<file path="config.mk">
export PLATFORM = sky130hd
export DESIGN_NAME = usart_frame_core
export DESIGN_NICKNAME = d
export VERILOG_FILES = /design/src/pkg/usart_frame_pkg.sv /design/src/hw/usart_frame_core.sv
export SDC_FILE = /design/constraint.sdc
export NUM_CORES = 1
export LEC_CHECK = 0
export ABC_AREA = 1
export BUFFER_PORTS_ARGS = -buffer_cell sky130_fd_sc_hd__buf_2
export CAP_MARGIN = 40
export CORE_ASPECT_RATIO = 2
export CORE_UTILIZATION = 30
export CTS_CLUSTER_DIAMETER = 60
export DETAILED_ROUTE_END_ITERATION = 8
export SYNTH_ARGS = -nofsm -noshare
export SYNTH_HDL_FRONTEND = slang
export SYNTH_SLANG_ARGS = --single-unit
</file>
<file path="constraint.sdc">
create_clock -name clock -period 2.6 [get_ports clock]
set_clock_uncertainty 0.05 [all_clocks]
set_input_delay 0.52 -clock clock [delete_from_list [all_inputs] [get_ports clock]]
set_output_delay 0.52 -clock clock [all_outputs]
set_load 0.05 [all_outputs]
</file>
<file path="src/pkg/usart_frame_pkg.sv">
// Purpose: Constants for the serial frame transmit/receive core
// Assumes: 32-bit APB, one clock, sample ticks from an outside baud generator
// Notes:   Byte offsets of the register map and field positions
package usart_frame_pkg;
  localparam logic [7:0] OFS_RX_LOW  = 8'h00;
  localparam logic [7:0] OFS_RX_HIGH = 8'h04;
  localparam logic [7:0] OFS_TX_LOW  = 8'h08;
  localparam logic [7:0] OFS_TX_HIGH = 8'h0c;
  localparam logic [7:0] OFS_STATUS  = 8'h10;
  localparam logic [7:0] OFS_CTRL_B  = 8'h14;
  localparam logic [7:0] OFS_CTRL_C  = 8'h18;
  // control_b fields
  localparam int CB_RXEN  = 0;
  localparam int CB_TXEN  = 1;
  localparam int CB_ONEW  = 2;
  localparam int CB_SPEED = 3;   // 2-bit receive_speed_select
  // control_c fields
  localparam int CC_SIZE  = 0;   // 3-bit char size code 0..4 = 5..9 bits
  localparam int CC_PAR   = 3;   // 2-bit parity_select
  localparam int CC_STOP2 = 5;
  localparam int CC_SPI   = 6;
  localparam int CC_ORDER = 7;   // spi_bit_order, 1 = LSb first
  // status fields
  localparam int ST_RXC = 7;
  localparam int ST_TXC = 6;
  localparam int ST_DRE = 5;
  // rx_data_high fields
  localparam int RH_RXC = 7;
  localparam int RH_OVF = 6;
  localparam int RH_FER = 2;
  localparam int RH_PER = 1;
  localparam logic [1:0] SPEED_NORMAL = 2'h0;
  localparam logic [1:0] SPEED_LIN    = 2'h1;
  localparam logic [1:0] SPEED_DOUBLE = 2'h2;
  localparam logic [1:0] PAR_EVEN     = 2'h2;
  localparam logic [1:0] PAR_ODD      = 2'h3;
  localparam logic [3:0] SAMPLES_NORMAL = 4'hf;  // last sample index, 16 per bit
  localparam logic [3:0] SAMPLES_DOUBLE = 4'h7;  // 8 per bit
  localparam logic [3:0] MID_NORMAL   = 4'h8;    // first of three centre samples
  localparam logic [3:0] MID_DOUBLE   = 4'h4;
  localparam logic [2:0] CTRL_C_RESET = 3'h3;    // 8-bit characters
  localparam int RX_FIFO_DEPTH = 2;
  localparam int CLOCK_HZ = 40000000;
  typedef enum logic [3:0] {
    TX_IDLE  = 4'b0001,
    TX_START = 4'b0010,
    TX_BITS  = 4'b0100,
    TX_STOP  = 4'b1000
  } tx_state_type;
  typedef enum logic [3:0] {
    RX_IDLE  = 4'b0001,
    RX_START = 4'b0010,
    RX_BITS  = 4'b0100,
    RX_STOP  = 4'b1000
  } rx_state_type;
endpackage

</file>
<file path="src/hw/usart_frame_core.sv">
// Purpose: Frame transmitter and oversampling receiver with APB register access
// Assumes: txTick is one transmit bit period in frame mode and half a bit in SPI mode, sampleTick one receive sample
// Notes:   Master SPI mode shifts eight bits on txTick with no framing bits

// Operation
// Frames: start, 5..9 data, optional parity, one or two stops.
// Start bit low, stop bits high, idle line high.
// Even parity bit is one on odd count of ones; odd the reverse.
// Receiver checks parity and sets parity error on mismatch.
// SPI master frames are eight bits, MSb or LSb first by order bit.
// Next frame may follow back to back or line returns idle.
// Enabled transmitter drives pin; one-wire forces shared pin to output. The code never reads CB_ONEW, and txOe follows transmit enable only.
// Buffer loads shift register when idle or right after last stop.
// Transmit complete set when frame done and buffer empty.
// Software writes transmit data only while buffer-empty flag set.
// Short characters ignore upper bits; ninth bit written before low byte.
// Transmitter disable waits until shift register and buffer are empty.
// Receiver shifts to first stop, ignores second, then sets complete.
// Unused upper bits read zero; ninth bit read before low byte.
// Error flags travel in FIFO; low byte read advances it.
// LIN mode checks only protected identifier parity bits P0 and P1.
// Receiver disable flushes buffer and drops reception at once.
// Software flushes by reading high then low until complete clears.
// Sixteen samples per bit normally, eight in double speed.
// Start accepted when two of samples 8-10 (or 4-6) are low.
// Data, parity and first stop decided by three-sample majority.
// Low voted first stop bit sets framing error.
// Double speed chosen by receive speed select, eight samples per bit.
// Sample counter runs on sample ticks, restarts at start edge.
module usart_frame_core
  import usart_frame_pkg::*;
(
  input  wire logic        clock,
  input  wire logic        rstn,
  input  wire logic        psel,
  input  wire logic        penable,
  input  wire logic        pwrite,
  input  wire logic [7:0]  paddr,
  input  wire logic [31:0] pwdata,
  output logic      [31:0] prdata,
  output logic             pready,
  output logic             pslverr,
  input  wire logic        txTick,
  input  wire logic        sampleTick,
  input  wire logic        rxPin,
  output logic             txOut,
  output logic             txOe,
  output logic             transferClock
);
  function automatic logic vote(input logic [2:0] s);
    vote = (s[0] & s[1]) | (s[0] & s[2]) | (s[1] & s[2]);
  endfunction
  function automatic logic [8:0] charMask(input logic [2:0] sz);
    charMask = 9'h1ff >> (3'h4 - sz);
  endfunction

  logic [7:0] control_b_q, control_b_d;
  logic [7:0] control_c_q, control_c_d;
  logic [8:0] txBuf_q, txBuf_d;
  logic       txBufFull_q, txBufFull_d;
  logic       txHigh_q, txHigh_d;
  logic       txc_q, txc_d;
  tx_state_type txState_q, txState_d;
  logic [8:0] txShift_q, txShift_d;
  logic [3:0] txCnt_q, txCnt_d;
  logic       txPar_q, txPar_d;
  logic       txOut_q, txOut_d, txActive_q, txActive_d;
  logic       txOffPend_q, txOffPend_d;
  logic       sck_q, sck_d;
  rx_state_type rxState_q, rxState_d;
  logic [3:0] smp_q, smp_d;
  logic [2:0] win_q, win_d;
  logic [8:0] rxShift_q, rxShift_d;
  logic [3:0] rxCnt_q, rxCnt_d;
  logic       rxPar_q, rxPar_d;
  logic       rxPrev_q, rxPrev_d;
  logic [11:0] fifo_q [RX_FIFO_DEPTH];
  logic [11:0] fifo_d [RX_FIFO_DEPTH];
  logic [1:0] fifoCnt_q, fifoCnt_d;
  logic       ovfPend_q, ovfPend_d;
  logic [31:0] prdata_q, prdata_d;
  logic       pready_q, pready_d, pslverr_q, pslverr_d;

  logic [1:0] parSel, speedSel;
  logic [2:0] sizeSel;
  logic [3:0] nData, lastSmp, midSmp;
  logic       spiMode, dbl, apbAcc, wr, rd, rxEn, txEn;
  logic       pushRx;
  logic [11:0] pushWord;

  always_comb begin
    parSel   = control_c_q[CC_PAR +: 2];
    sizeSel  = control_c_q[CC_SIZE +: 3];
    speedSel = control_b_q[CB_SPEED +: 2];
    spiMode  = control_c_q[CC_SPI];
    nData    = spiMode ? 4'h8 : {1'b0, sizeSel} + 4'h5;
    dbl      = speedSel == SPEED_DOUBLE;
    lastSmp  = dbl ? SAMPLES_DOUBLE : SAMPLES_NORMAL;
    midSmp   = dbl ? MID_DOUBLE : MID_NORMAL;
    rxEn     = control_b_q[CB_RXEN];
    txEn     = control_b_q[CB_TXEN];
    apbAcc   = psel & penable & ~pready_q;
    wr       = apbAcc & pwrite;
    rd       = apbAcc & ~pwrite;
  end

  // Transmitter and register writes
  always_comb begin
    control_b_d = control_b_q;
    control_c_d = control_c_q;
    txBuf_d = txBuf_q;
    txBufFull_d = txBufFull_q;
    txHigh_d = txHigh_q;
    txc_d = txc_q;
    txState_d = txState_q;
    txShift_d = txShift_q;
    txCnt_d = txCnt_q;
    txPar_d = txPar_q;
    txOut_d = txOut_q;
    txActive_d = txActive_q;
    sck_d = sck_q;
    txOffPend_d = txOffPend_q;
    if (wr) begin
      case (paddr)
        OFS_CTRL_B: control_b_d = pwdata[7:0];
        OFS_CTRL_C: control_c_d = pwdata[7:0];
        OFS_TX_HIGH: txHigh_d = pwdata[0];
        OFS_TX_LOW: if (txBufFull_q == 1'b0) begin
          txBuf_d = {txHigh_q, pwdata[7:0]} & charMask(sizeSel);
          if (spiMode) txBuf_d = {1'b0, pwdata[7:0]};
          txBufFull_d = 1'b1;
          txc_d = 1'b0;
        end
        OFS_STATUS: if (pwdata[ST_TXC]) txc_d = 1'b0;
        default: ;
      endcase
    end
    // Disable while busy: keep enable, remember the request
    if (wr && paddr == OFS_CTRL_B) begin
      txOffPend_d = txEn && !pwdata[CB_TXEN] && (txBufFull_q || txState_q != TX_IDLE);
      if (txOffPend_d) control_b_d[CB_TXEN] = 1'b1;
    end
    if (txTick) begin
      case (txState_q)
        TX_IDLE: begin
          txOut_d = 1'b1;
          sck_d = 1'b0;
          if (txEn && txBufFull_q) begin
            txShift_d = txBuf_q;
            txBufFull_d = 1'b0;
            txPar_d = (^txBuf_q) ^ (parSel == PAR_ODD);
            txCnt_d = 4'h0;
            if (spiMode) begin
              txState_d = TX_BITS;
              txOut_d = control_c_q[CC_ORDER] ? txBuf_q[0] : txBuf_q[7];
            end else begin
              txState_d = TX_START;
              txOut_d = 1'b0;
            end
          end
        end
        TX_START: begin
          txState_d = TX_BITS;
          txOut_d = txShift_q[0];
          txShift_d = txShift_q >> 1;
          txCnt_d = 4'h1;
        end
        TX_BITS: begin
          if (spiMode) begin
            sck_d = ~sck_q;
            if (sck_q) begin
              txCnt_d = txCnt_q + 4'h1;
              if (control_c_q[CC_ORDER]) txShift_d = txShift_q >> 1;
              else txShift_d = txShift_q << 1;
              txOut_d = control_c_q[CC_ORDER] ? txShift_q[1] : txShift_q[6];
              if (txCnt_q == 4'h7) begin
                txState_d = TX_IDLE;
                txOut_d = 1'b1;
                if (!txBufFull_d) txc_d = 1'b1;
              end
            end
          end else if (txCnt_q == nData) begin
            txCnt_d = 4'h0;
            txState_d = TX_STOP;
            txOut_d = parSel[1] ? txPar_q : 1'b1;
            if (parSel[1]) txCnt_d = 4'hf;
          end else begin
            txOut_d = txShift_q[0];
            txShift_d = txShift_q >> 1;
            txCnt_d = txCnt_q + 4'h1;
          end
        end
        TX_STOP: begin
          txOut_d = 1'b1;
          txCnt_d = txCnt_q + 4'h1;
          if (txCnt_q == {3'h0, control_c_q[CC_STOP2]}) begin
            if (txBufFull_q) begin
              txShift_d = txBuf_q;
              txBufFull_d = 1'b0;
              txPar_d = (^txBuf_q) ^ (parSel == PAR_ODD);
              txState_d = TX_START;
              txOut_d = 1'b0;
            end else begin
              txState_d = TX_IDLE;
              txc_d = ~txBufFull_d;
            end
          end
        end
        default: txState_d = TX_IDLE;
      endcase
    end
    // Requested disable lands once both stages are empty
    if (txOffPend_d && !txBufFull_d && txState_d == TX_IDLE) begin
      control_b_d[CB_TXEN] = 1'b0;
      txOffPend_d = 1'b0;
    end
    txActive_d = txEn;
  end

  // Receiver, sample-tick driven
  always_comb begin
    rxState_d = rxState_q;
    smp_d = smp_q;
    win_d = win_q;
    rxShift_d = rxShift_q;
    rxCnt_d = rxCnt_q;
    rxPar_d = rxPar_q;
    rxPrev_d = rxPrev_q;
    pushRx = 1'b0;
    pushWord = 12'h000;
    if (sampleTick) begin
      rxPrev_d = rxPin;
      smp_d = (smp_q >= lastSmp) ? 4'h0 : smp_q + 4'h1;
      if (smp_q >= midSmp && smp_q <= midSmp + 4'h2) win_d = {win_q[1:0], rxPin};
      case (rxState_q)
        RX_IDLE: if (rxPrev_q && !rxPin) begin
          rxState_d = RX_START;
          smp_d = 4'h2; // this sample is 1
        end
        RX_START: if (smp_q == midSmp + 4'h2) begin
          if (!vote({win_q[1:0], rxPin})) begin
            rxState_d = RX_BITS;
            rxCnt_d = 4'h0;
            rxShift_d = 9'h000;
          end else rxState_d = RX_IDLE;
        end
        RX_BITS: if (smp_q == midSmp + 4'h2) begin
          if (rxCnt_q < nData)
            rxShift_d[rxCnt_q] = vote({win_q[1:0], rxPin});
          else rxPar_d = vote({win_q[1:0], rxPin});
          rxCnt_d = rxCnt_q + 4'h1;
          if (rxCnt_q == nData - {3'h0, ~parSel[1]}) rxState_d = RX_STOP;
        end
        RX_STOP: if (smp_q == midSmp + 4'h2) begin
          pushRx = 1'b1;
          pushWord[8:0] = rxShift_q;
          pushWord[9] = ~vote({win_q[1:0], rxPin});
          if (speedSel == SPEED_LIN)
            pushWord[10] = (rxShift_q[6] != (rxShift_q[0]^rxShift_q[1]^rxShift_q[2]^rxShift_q[4]))
              || (rxShift_q[7] != ~(rxShift_q[1]^rxShift_q[3]^rxShift_q[4]^rxShift_q[5]));
          else if (parSel[1])
            pushWord[10] = rxPar_q != ((^rxShift_q) ^ (parSel == PAR_ODD));
          rxState_d = RX_IDLE; // second stop ignored
        end
        default: rxState_d = RX_IDLE;
      endcase
    end
    if (!rxEn) begin
      rxState_d = RX_IDLE;
      pushRx = 1'b0;
      rxPrev_d = 1'b1;
    end
  end

  // Receive FIFO and register reads
  always_comb begin
    fifo_d = fifo_q;
    fifoCnt_d = fifoCnt_q;
    ovfPend_d = ovfPend_q;
    prdata_d = 32'h0000_0000;
    pready_d = apbAcc;
    pslverr_d = 1'b0;
    if (rd) begin
      case (paddr)
        OFS_RX_LOW: begin
          prdata_d[7:0] = fifo_q[0][7:0];
          if (fifoCnt_q != 2'h0) begin
            fifo_d[0] = fifo_q[1];
            fifoCnt_d = fifoCnt_q - 2'h1;
          end
        end
        OFS_RX_HIGH: begin
          prdata_d[0] = fifo_q[0][8];
          prdata_d[RH_RXC] = fifoCnt_q != 2'h0;
          if (!spiMode) begin
            prdata_d[RH_FER] = fifo_q[0][9];
            prdata_d[RH_PER] = fifo_q[0][10];
            prdata_d[RH_OVF] = fifo_q[0][11];
          end
        end
        OFS_TX_HIGH: prdata_d[0] = txHigh_q;
        OFS_STATUS: begin
          prdata_d[ST_RXC] = fifoCnt_q != 2'h0;
          prdata_d[ST_TXC] = txc_q;
          prdata_d[ST_DRE] = ~txBufFull_q;
        end
        OFS_CTRL_B: prdata_d[7:0] = control_b_q;
        OFS_CTRL_C: prdata_d[7:0] = control_c_q;
        OFS_TX_LOW: ;
        default: pslverr_d = 1'b1;
      endcase
    end else if (wr) begin
      case (paddr)
        OFS_RX_LOW, OFS_RX_HIGH, OFS_TX_LOW, OFS_TX_HIGH,
        OFS_STATUS, OFS_CTRL_B, OFS_CTRL_C: ;
        default: pslverr_d = 1'b1;
      endcase
    end
    if (pushRx) begin
      if (fifoCnt_d == 2'(RX_FIFO_DEPTH)) ovfPend_d = 1'b1;
      else begin
        fifo_d[fifoCnt_d[0]] = {ovfPend_q, pushWord[10:0]};
        fifoCnt_d = fifoCnt_d + 2'h1;
        ovfPend_d = 1'b0;
      end
    end
    if (!rxEn) begin
      fifoCnt_d = 2'h0;
      ovfPend_d = 1'b0;
    end
  end

  always_ff @(posedge clock or negedge rstn) begin
    if (!rstn) begin
      control_b_q <= 8'h00;
      control_c_q <= {5'h00, CTRL_C_RESET};
      txBuf_q <= 9'h000;
      txBufFull_q <= 1'b0;
      txHigh_q <= 1'b0;
      txc_q <= 1'b0;
      txState_q <= TX_IDLE;
      txShift_q <= 9'h000;
      txCnt_q <= 4'h0;
      txPar_q <= 1'b0;
      txOut_q <= 1'b1;
      txActive_q <= 1'b0;
      txOffPend_q <= 1'b0;
      sck_q <= 1'b0;
      rxState_q <= RX_IDLE;
      smp_q <= 4'h0;
      win_q <= 3'h7;
      rxShift_q <= 9'h000;
      rxCnt_q <= 4'h0;
      rxPar_q <= 1'b0;
      rxPrev_q <= 1'b1;
      for (int i = 0; i < RX_FIFO_DEPTH; i++) fifo_q[i] <= 12'h000;
      fifoCnt_q <= 2'h0;
      ovfPend_q <= 1'b0;
      prdata_q <= 32'h0000_0000;
      pready_q <= 1'b0;
      pslverr_q <= 1'b0;
    end else begin
      control_b_q <= control_b_d;
      control_c_q <= control_c_d;
      txBuf_q <= txBuf_d;
      txBufFull_q <= txBufFull_d;
      txHigh_q <= txHigh_d;
      txc_q <= txc_d;
      txState_q <= txState_d;
      txShift_q <= txShift_d;
      txCnt_q <= txCnt_d;
      txPar_q <= txPar_d;
      txOut_q <= txOut_d;
      txActive_q <= txActive_d;
      txOffPend_q <= txOffPend_d;
      sck_q <= sck_d;
      rxState_q <= rxState_d;
      smp_q <= smp_d;
      win_q <= win_d;
      rxShift_q <= rxShift_d;
      rxCnt_q <= rxCnt_d;
      rxPar_q <= rxPar_d;
      rxPrev_q <= rxPrev_d;
      fifo_q <= fifo_d;
      fifoCnt_q <= fifoCnt_d;
      ovfPend_q <= ovfPend_d;
      prdata_q <= prdata_d;
      pready_q <= pready_d;
      pslverr_q <= pslverr_d;
    end
  end

  always_comb begin
    txOe = txActive_q;
    txOut = txOut_q;
    transferClock = sck_q;
    prdata = prdata_q;
    pready = pready_q;
    pslverr = pslverr_q;
  end

  property p_idle_high;
    @(posedge clock) disable iff (!rstn) txState_q == TX_IDLE |-> txOut_q;
  endproperty
  a_idle_high: assert property (p_idle_high) else $error("line not high at idle");
  property p_start_low;
    @(posedge clock) disable iff (!rstn) txState_q == TX_START |-> !txOut_q;
  endproperty
  a_start_low: assert property (p_start_low) else $error("start bit not low");
  property p_stop_high;
    @(posedge clock) disable iff (!rstn)
      txState_q == TX_STOP && txCnt_q != 4'hf |-> txOut_q;
  endproperty
  a_stop_high: assert property (p_stop_high) else $error("stop bit not high");
  property p_oe_enable;
    @(posedge clock) disable iff (!rstn) $rose(control_b_q[CB_TXEN]) |=> txOe;
  endproperty
  a_oe_enable: assert property (p_oe_enable) else $error("pin not driven after enable");
  property p_disable_wait;
    @(posedge clock) disable iff (!rstn)
      $fell(control_b_q[CB_TXEN]) |-> txState_q == TX_IDLE && !txBufFull_q;
  endproperty
  a_disable_wait: assert property (p_disable_wait) else $error("tx disabled while busy");
  property p_txc_set;
    @(posedge clock) disable iff (!rstn) $rose(txc_q) |-> !txBufFull_q && txState_q == TX_IDLE;
  endproperty
  a_txc_set: assert property (p_txc_set) else $error("tx complete while data pending");
  property p_rx_flush;
    @(posedge clock) disable iff (!rstn) !rxEn |=> fifoCnt_q == 2'h0 && rxState_q == RX_IDLE;
  endproperty
  a_rx_flush: assert property (p_rx_flush) else $error("receiver not flushed");
  property p_smp_range;
    @(posedge clock) disable iff (!rstn)
      sampleTick && dbl && rxState_q != RX_IDLE |=> smp_q <= SAMPLES_DOUBLE;
  endproperty
  a_smp_range: assert property (p_smp_range) else $error("sample count out of range");
  property p_apb_one;
    @(posedge clock) disable iff (!rstn) psel && penable && !pready_q |=> pready_q;
  endproperty
  a_apb_one: assert property (p_apb_one) else $error("apb answer late");
  c_frame_done: cover property (@(posedge clock) $rose(txc_q));
  c_rx_push: cover property (@(posedge clock) fifoCnt_q == 2'h2);
  c_back2back: cover property (@(posedge clock) txState_q == TX_STOP ##1 txState_q == TX_START);
endmodule

</file>
## Word level (Yosys, flattened, before mapping)

Cells that the tools add are included.

- $add $sub $neg: 9
- Magnitude comparators: 8
- Eq/ne operators: 45
- Shift operators: 1
- Mux-type cells: 135
- Bitwise gates (word level): 29
- Reductions and logical operators: 39

Operator list:

| cell | number |
|---|---|
| 4-bit two-way mux | 28 |
| 9-bit two-way mux | 12 |
| 1-bit two-way mux | 52 |
| 12-bit two-way mux | 4 |
| 24-bit two-way mux | 2 |
| 4-bit one-hot mux with 4 select lines | 3 |
| 9-bit one-hot mux with 4 select lines | 1 |
| 11-bit two-way mux | 3 |
| 24-bit bitwise mux | 1 |
| 8-bit by 5-bit == test with 1-bit output (second input constant) | 3 |
| 3-bit inequality test (second input constant) | 7 |
| 2-bit two-way mux | 10 |
| 2-bit inequality test (second input constant) | 9 |
| 9-bit one-hot mux with 2 select lines | 1 |
| 9-bit XOR reduction | 2 |
| 8-bit by 4-bit == test with 1-bit output (second input constant) | 2 |
| 4-bit by 1-bit adder with 4-bit output (second input constant) | 3 |
| 12-bit demux with 1-bit select | 1 |
| 4-bit by 1-bit == test with 1-bit output (second input constant) | 3 |
| 4-bit by 3-bit == test with 1-bit output (second input constant) | 3 |
| 4-bit == test | 3 |
| 6-bit AND reduction | 2 |
| 1-bit logical AND | 10 |
| 1-bit NOT | 10 |
| 50 further kinds | 91 |

- Register bits after elaboration: 112
- Input port bits: 48
- Output and inout port bits: 37
- Logic and storage cells: 295

## Depth between registers and ports, before layout

- Depth in word-level cells: 13
- Depth in mapped cells: 16
- Mapped depth without buffers: 15

## Worst setup path after synthesis

No wires, ideal clock.

- Kind: register to register
- Start: reg pready_q, in the netlist pready
- End: reg fifo_q[12] (netlist name)
- Setup time: 0.120 ns
- Arrival time: 2.082 ns
- Setup slack: 0.348 ns
- Cell stages (with the launch flop): 14
- Clock period less this slack: 2.252 ns
- Cell sequence: dfrtp_1 -> inv_1 -> nand3_1 -> nor2_1 -> buf_2 -> nand3_1 -> nand2_1 -> inv_1 -> ha_1 -> nor3_2 -> inv_2 -> buf_6 -> o21ai_0 -> inv_1

RTL lines:

| element | RTL line | RTL |
|---|---|---|
| from (decl) | usart_frame_core.sv:82 | `logic pready_q, pready_d, pslverr_q, pslverr_d;` |
| from (signal assigned) | usart_frame_core.sv:388 | `pready_q <= pready_d;` |
| to (signal assigned) | usart_frame_core.sv:384 | `fifo_q <= fifo_d;` |
| to (decl) | usart_frame_core.sv:77 | `logic [11:0] fifo_q [RX_FIFO_DEPTH];` |

==> flow_summary.rst <==
.. list-table::
   :header-rows: 1

   * - Metric
     - Value
   * - Number of I/O port buffers
     - 36
   * - Worst Tran Pin Value
     - 608.5 ps
   * - Initial antenna violation count
     - 0
   * - Net switching fraction of the power
     - 32.99%
   * - Maximum fanout count along the critical path
     - 6
   * - Ranking of synthesized cells by instance count
     - nand2_1 (229), inv_1 (123), dfrtp_1 (104)
   * - Max VDD drop
     - 284.0 uV
   * - Clock power share
     - 33.5%
   * - H-tree level count
     - 3
   * - Met2 routing resource usage after global routing
     - 32.91%
   * - Crit path buf inv count
     - 7
   * - Primary flip-flop cell chosen by synthesis mapping
     - dfrtp_1
   * - Met3 track demand over resource
     - 2.345%
   * - Post-synthesis to final-layout area growth
     - 15.79%
   * - Post-synth EDFFs
     - 0
   * - Wire length of the first global-routing pass
     - 29580 um
   * - Sequential fraction of design power
     - 44.0%
   * - Run status
     - completed
   * - Fraction of the yosys area taken by sequential cells
     - 41.76%
   * - Count of nets left with antenna violations after detail routing
     - 0
   * - Slowest stage cell, crit path
     - dfrtp_1
   * - Synth area leader
     - dfrtp_1
   * - Portion of the clock cycle consumed by the worst path in the final layout
     - 96.98%
   * - Final Routed Wirelength
     - 19010 um
   * - Diodes inserted
     - 0
   * - Cell Int Power
     - 3.150 mW
   * - Overflow left after global routing
     - 0
   * - Slew Viols, Final
     - 0
   * - Global routing met1 resource utilization
     - 15.36%
   * - Final net count
     - 1027
   * - Cells after Synth
     - 887
   * - Starting DRC count in detailed routing
     - 226
   * - Routability cong.
     - 0.8935
   * - Height of the die
     - 213.9 um
   * - Clock period minus worst slack
     - 2521 ps
   * - Final instance area
     - 0.007799 mm2
   * - Accumulated negative setup slack
     - 0 ps
   * - Instance area after placement
     - 0.007312 mm2
   * - Finish-stage setup viols
     - 0
   * - Power density relative to cell area
     - 602.8 mW/mm2
   * - Area share of the leading cell type in the synthesized netlist
     - 38.64%
   * - DRC Markers
     - 0
   * - Total area of multi-input combinational cells
     - 0.003304 mm2
   * - Headroom to the max-slew limit
     - 59.16%
   * - Number of search-and-repair iterations in the first detailed-routing pass
     - 5
   * - Vias
     - 5935
   * - FILL cells
     - 2297
   * - Die X
     - 108.0 um
   * - Delay contributed by the slowest stage of the critical path
     - 400 ps
   * - Most utilized layer in the global route result
     - met2
   * - Class of the most critical setup path
     - register to register
   * - Synthesized area per cell
     - 7.593 um2
   * - Leak
     - 3.939 nW
   * - Clock root cell
     - clkbuf_16
   * - P_sw
     - 1.551 mW
   * - Setup slack of the most critical reg-to-reg path
     - 80 ps
   * - GRT Total Usage
     - 17.07%
   * - Core ar.
     - 0.02206 mm2
   * - Avg WL per Cell
     - 15.36 um
   * - Number of buffers created by CTS
     - 9
   * - Vias per cell
     - 4.794
   * - Number of warnings issued by yosys
     - 0
   * - Fraction of power consumed by combinational cells
     - 22.5%
   * - Asr flop ratio synth
     - 100.0%
   * - Clock sink count
     - 112
   * - Number of global-route vias before repair
     - 5796
   * - Hold/Removal Path Class
     - primary input to register
   * - Insertion delay to the later sink of the worst-skew pair
     - 380 ps
   * - Clock-pin slew on the worst setup and hold paths
     - 80 ps
   * - Kind of end point of the critical path
     - register
   * - Number of register bits inferred by synthesis
     - 112
   * - I/O pin count
     - 85
   * - Total standard cell area after synthesis
     - 0.006735 mm2
   * - Number of hold violations in the final report
     - 0
   * - DIE AREA
     - 0.02309 mm2
   * - FP Rows
     - 77
   * - CP top delay family
     - simple AND/OR/NAND/NOR gates
   * - Distinct cells, synth
     - 44
   * - Sequential cell area
     - 0.002813 mm2
   * - Critical path launch point type
     - register
   * - CTS Buffer Depth
     - 2
   * - Clock tree from TritonCTS
     - built
   * - Cell with the most instances after synthesis
     - nand2_1
   * - Highest Clock Rate
     - 396.6 MHz
   * - Max-capacitance violation count
     - 0
   * - Top cells by area, synth
     - dfrtp_1 (39%), nand2_1 (13%), inv_1 (6.9%)
   * - Data arrival time of the critical path
     - 2740 ps
   * - DP Wirelength
     - 14790 um
   * - Cell breakdown of the critical path
     - inv_1, nor2_1, buf_4, ha_4, nand3_2, nor2_4, nand2_2, inv_2, nand2_4, nor2_4, inv_4, nor3_4, buf_4, inv_4, o21ai_0, inv_1
   * - Initial Util
     - 30.53%
   * - Largest net degree at the start of global routing
     - 74
   * - Fraction of final layout cells with drive strength greater than 1
     - 14.45%
   * - Endpoint required time on the critical path
     - 2820 ps
## cells in the final DEF (no fill, tap or decap), types with 2 or more instances in the layout
cell type | netlist | final
o22ai_1 | 8 | 8
nand2_2 | 4 | 5
nor2_1 | 63 | 63
or2_2 | 5 | 5
inv_2 | 6 | 4
xnor2_1 | 18 | 18
inv_4 | 0 | 3
xor2_1 | 12 | 12
nand3_2 | 4 | 5
inv_6 | 0 | 2
o211ai_1 | 5 | 5
nand2_4 | 1 | 2
ha_1 | 22 | 20
dfstp_2 | 8 | 8
dfrtp_1 | 104 | 104
o21ai_1 | 18 | 19
nand3b_1 | 2 | 2
ha_4 | 0 | 2
nor2_4 | 3 | 4
nor3_1 | 3 | 3
buf_12 | 0 | 2
inv_1 | 123 | 123
o31ai_1 | 5 | 5
mux2i_1 | 5 | 5
nor2_2 | 7 | 6
nand3_1 | 50 | 49
nand4_1 | 14 | 14
o21ai_0 | 76 | 75
buf_4 | 24 | 35
clkbuf_16 | 0 | 9
nor3_4 | 1 | 2
bufinv_16 | 0 | 2
a31oi_1 | 7 | 7
buf_2 | 4 | 35
a21oi_1 | 27 | 27
a221oi_1 | 4 | 4
conb_1 | 1 | 24
nand2_1 | 229 | 227
o221ai_1 | 4 | 4
## per-stage QoR
step           worst slack (ps)  utilization, %  hold WS (ps)  power, mW  instances
4_1_cts                   7.614           34.69         337.4      4.688       1228
6_report                  78.54           35.35         339.5      4.701       1238
3_5_place_dp              6.275           33.14         370.3      3.108       1211
2_1_floorplan             348.4               -         174.4      2.815        910
5_1_grt                  -21.42           35.35         380.2      4.956       1238
3_3_place_gp              37.38           33.14         369.8      3.089       1211
## per-layer routing
metal / routed length (um) / vias up
li1: - / 2955
met1: 6346 / 2789
met2: 10890 / 134
met3: 475 / 57
met4: 1295 / 0
met5: 0 / -
## registers in the layout, summed over array words and instances, names as in the netlist, 2 cells and up
| name | count |
|---|---|
| rxState_q | 4 |
| rxCnt_q | 4 |
| fifoCnt_q | 2 |
| fifo_q | 24 |
| control_c_q | 8 |
| txState_q | 4 |
| win_q | 2 |
| txBuf_q | 9 |
| control_b_q | 8 |
| smp_q | 4 |
| prdata | 8 |
| txCnt_q | 4 |
| rxShift_q | 9 |
| txShift_q | 9 |
## final timing paths
path                                             to  cells past startpoint                       start
setup / recovery               fifo_q[21]$_DFF_PN0_                     16  control_b_q[4]$_DFFE_PN0P_
hold / removal               txBuf_q[0]$_DFFE_PN0P_                      3                   pwdata[0]
setup reg to reg               fifo_q[21]$_DFF_PN0_                     16  control_b_q[4]$_DFFE_PN0P_
hold reg to reg                      txOe$_DFF_PN0_                      0    control_b_q[1]$_DFF_PN0_
max in group asynchronous  rxState_q[0]$_DFFE_PN1P_                      3                        rstn
min in group asynchronous            txOe$_DFF_PN0_                      2                        rstn
## power by group through the flow
stage,Combinational [mW],Sequential (mW),Clock (mW)
4_1_cts,1.01,2.07,1.61
2_1_floorplan,0.683,2.13,0
3_5_place_dp,1.01,2.10,0
6_report,1.06,2.07,1.57
5_1_grt,1.19,2.10,1.67
3_3_place_gp,0.988,2.10,0
## tightest hold or removal path, stage by stage
cell and delay (ps):
buf_2 90, nand2_1 50, o21ai_0 70
## what timing repair did
| item | CTS | global route |
|---|---|---|
| gates resized for setup | 1 | 14 |
| pin swaps | 0 | 5 |
| gates cloned | 0 | 2 |
| endpoints found under the hold margin | 16 | 0 |
| endpoints found under the setup margin | 3 | 25 |
| buffers inserted | 0 | 8 |
| hold buffers | 1 | 0 |
## final cells by class
type | count | area share [%]
Multi-Input combinational cell | 628 | 42.37
Clock inverter | 6 | 1.155
Timing Repair Buffer | 74 | 6.401
Sequential cell | 112 | 36.07
Clock buffer | 10 | 3.064
Timing Repair inverter | 2 | 0.1604
Tap cell | 276 | 4.428
Inverter | 130 | 6.353
## cell families after synthesis
group	Yosys count	synth area share, %
AND/OR/NAND/NOR	388	24.97
buffers and inverters	170	11.22
AO/OA/AOI/OAI	158	13.10
flip-flops	112	41.76
XOR/XNOR	30	3.901
adder cells (fa/ha/maj)	22	4.087
multiplexers	6	0.9103
other	1	0.05568
(Power assumes the default switching activity.)
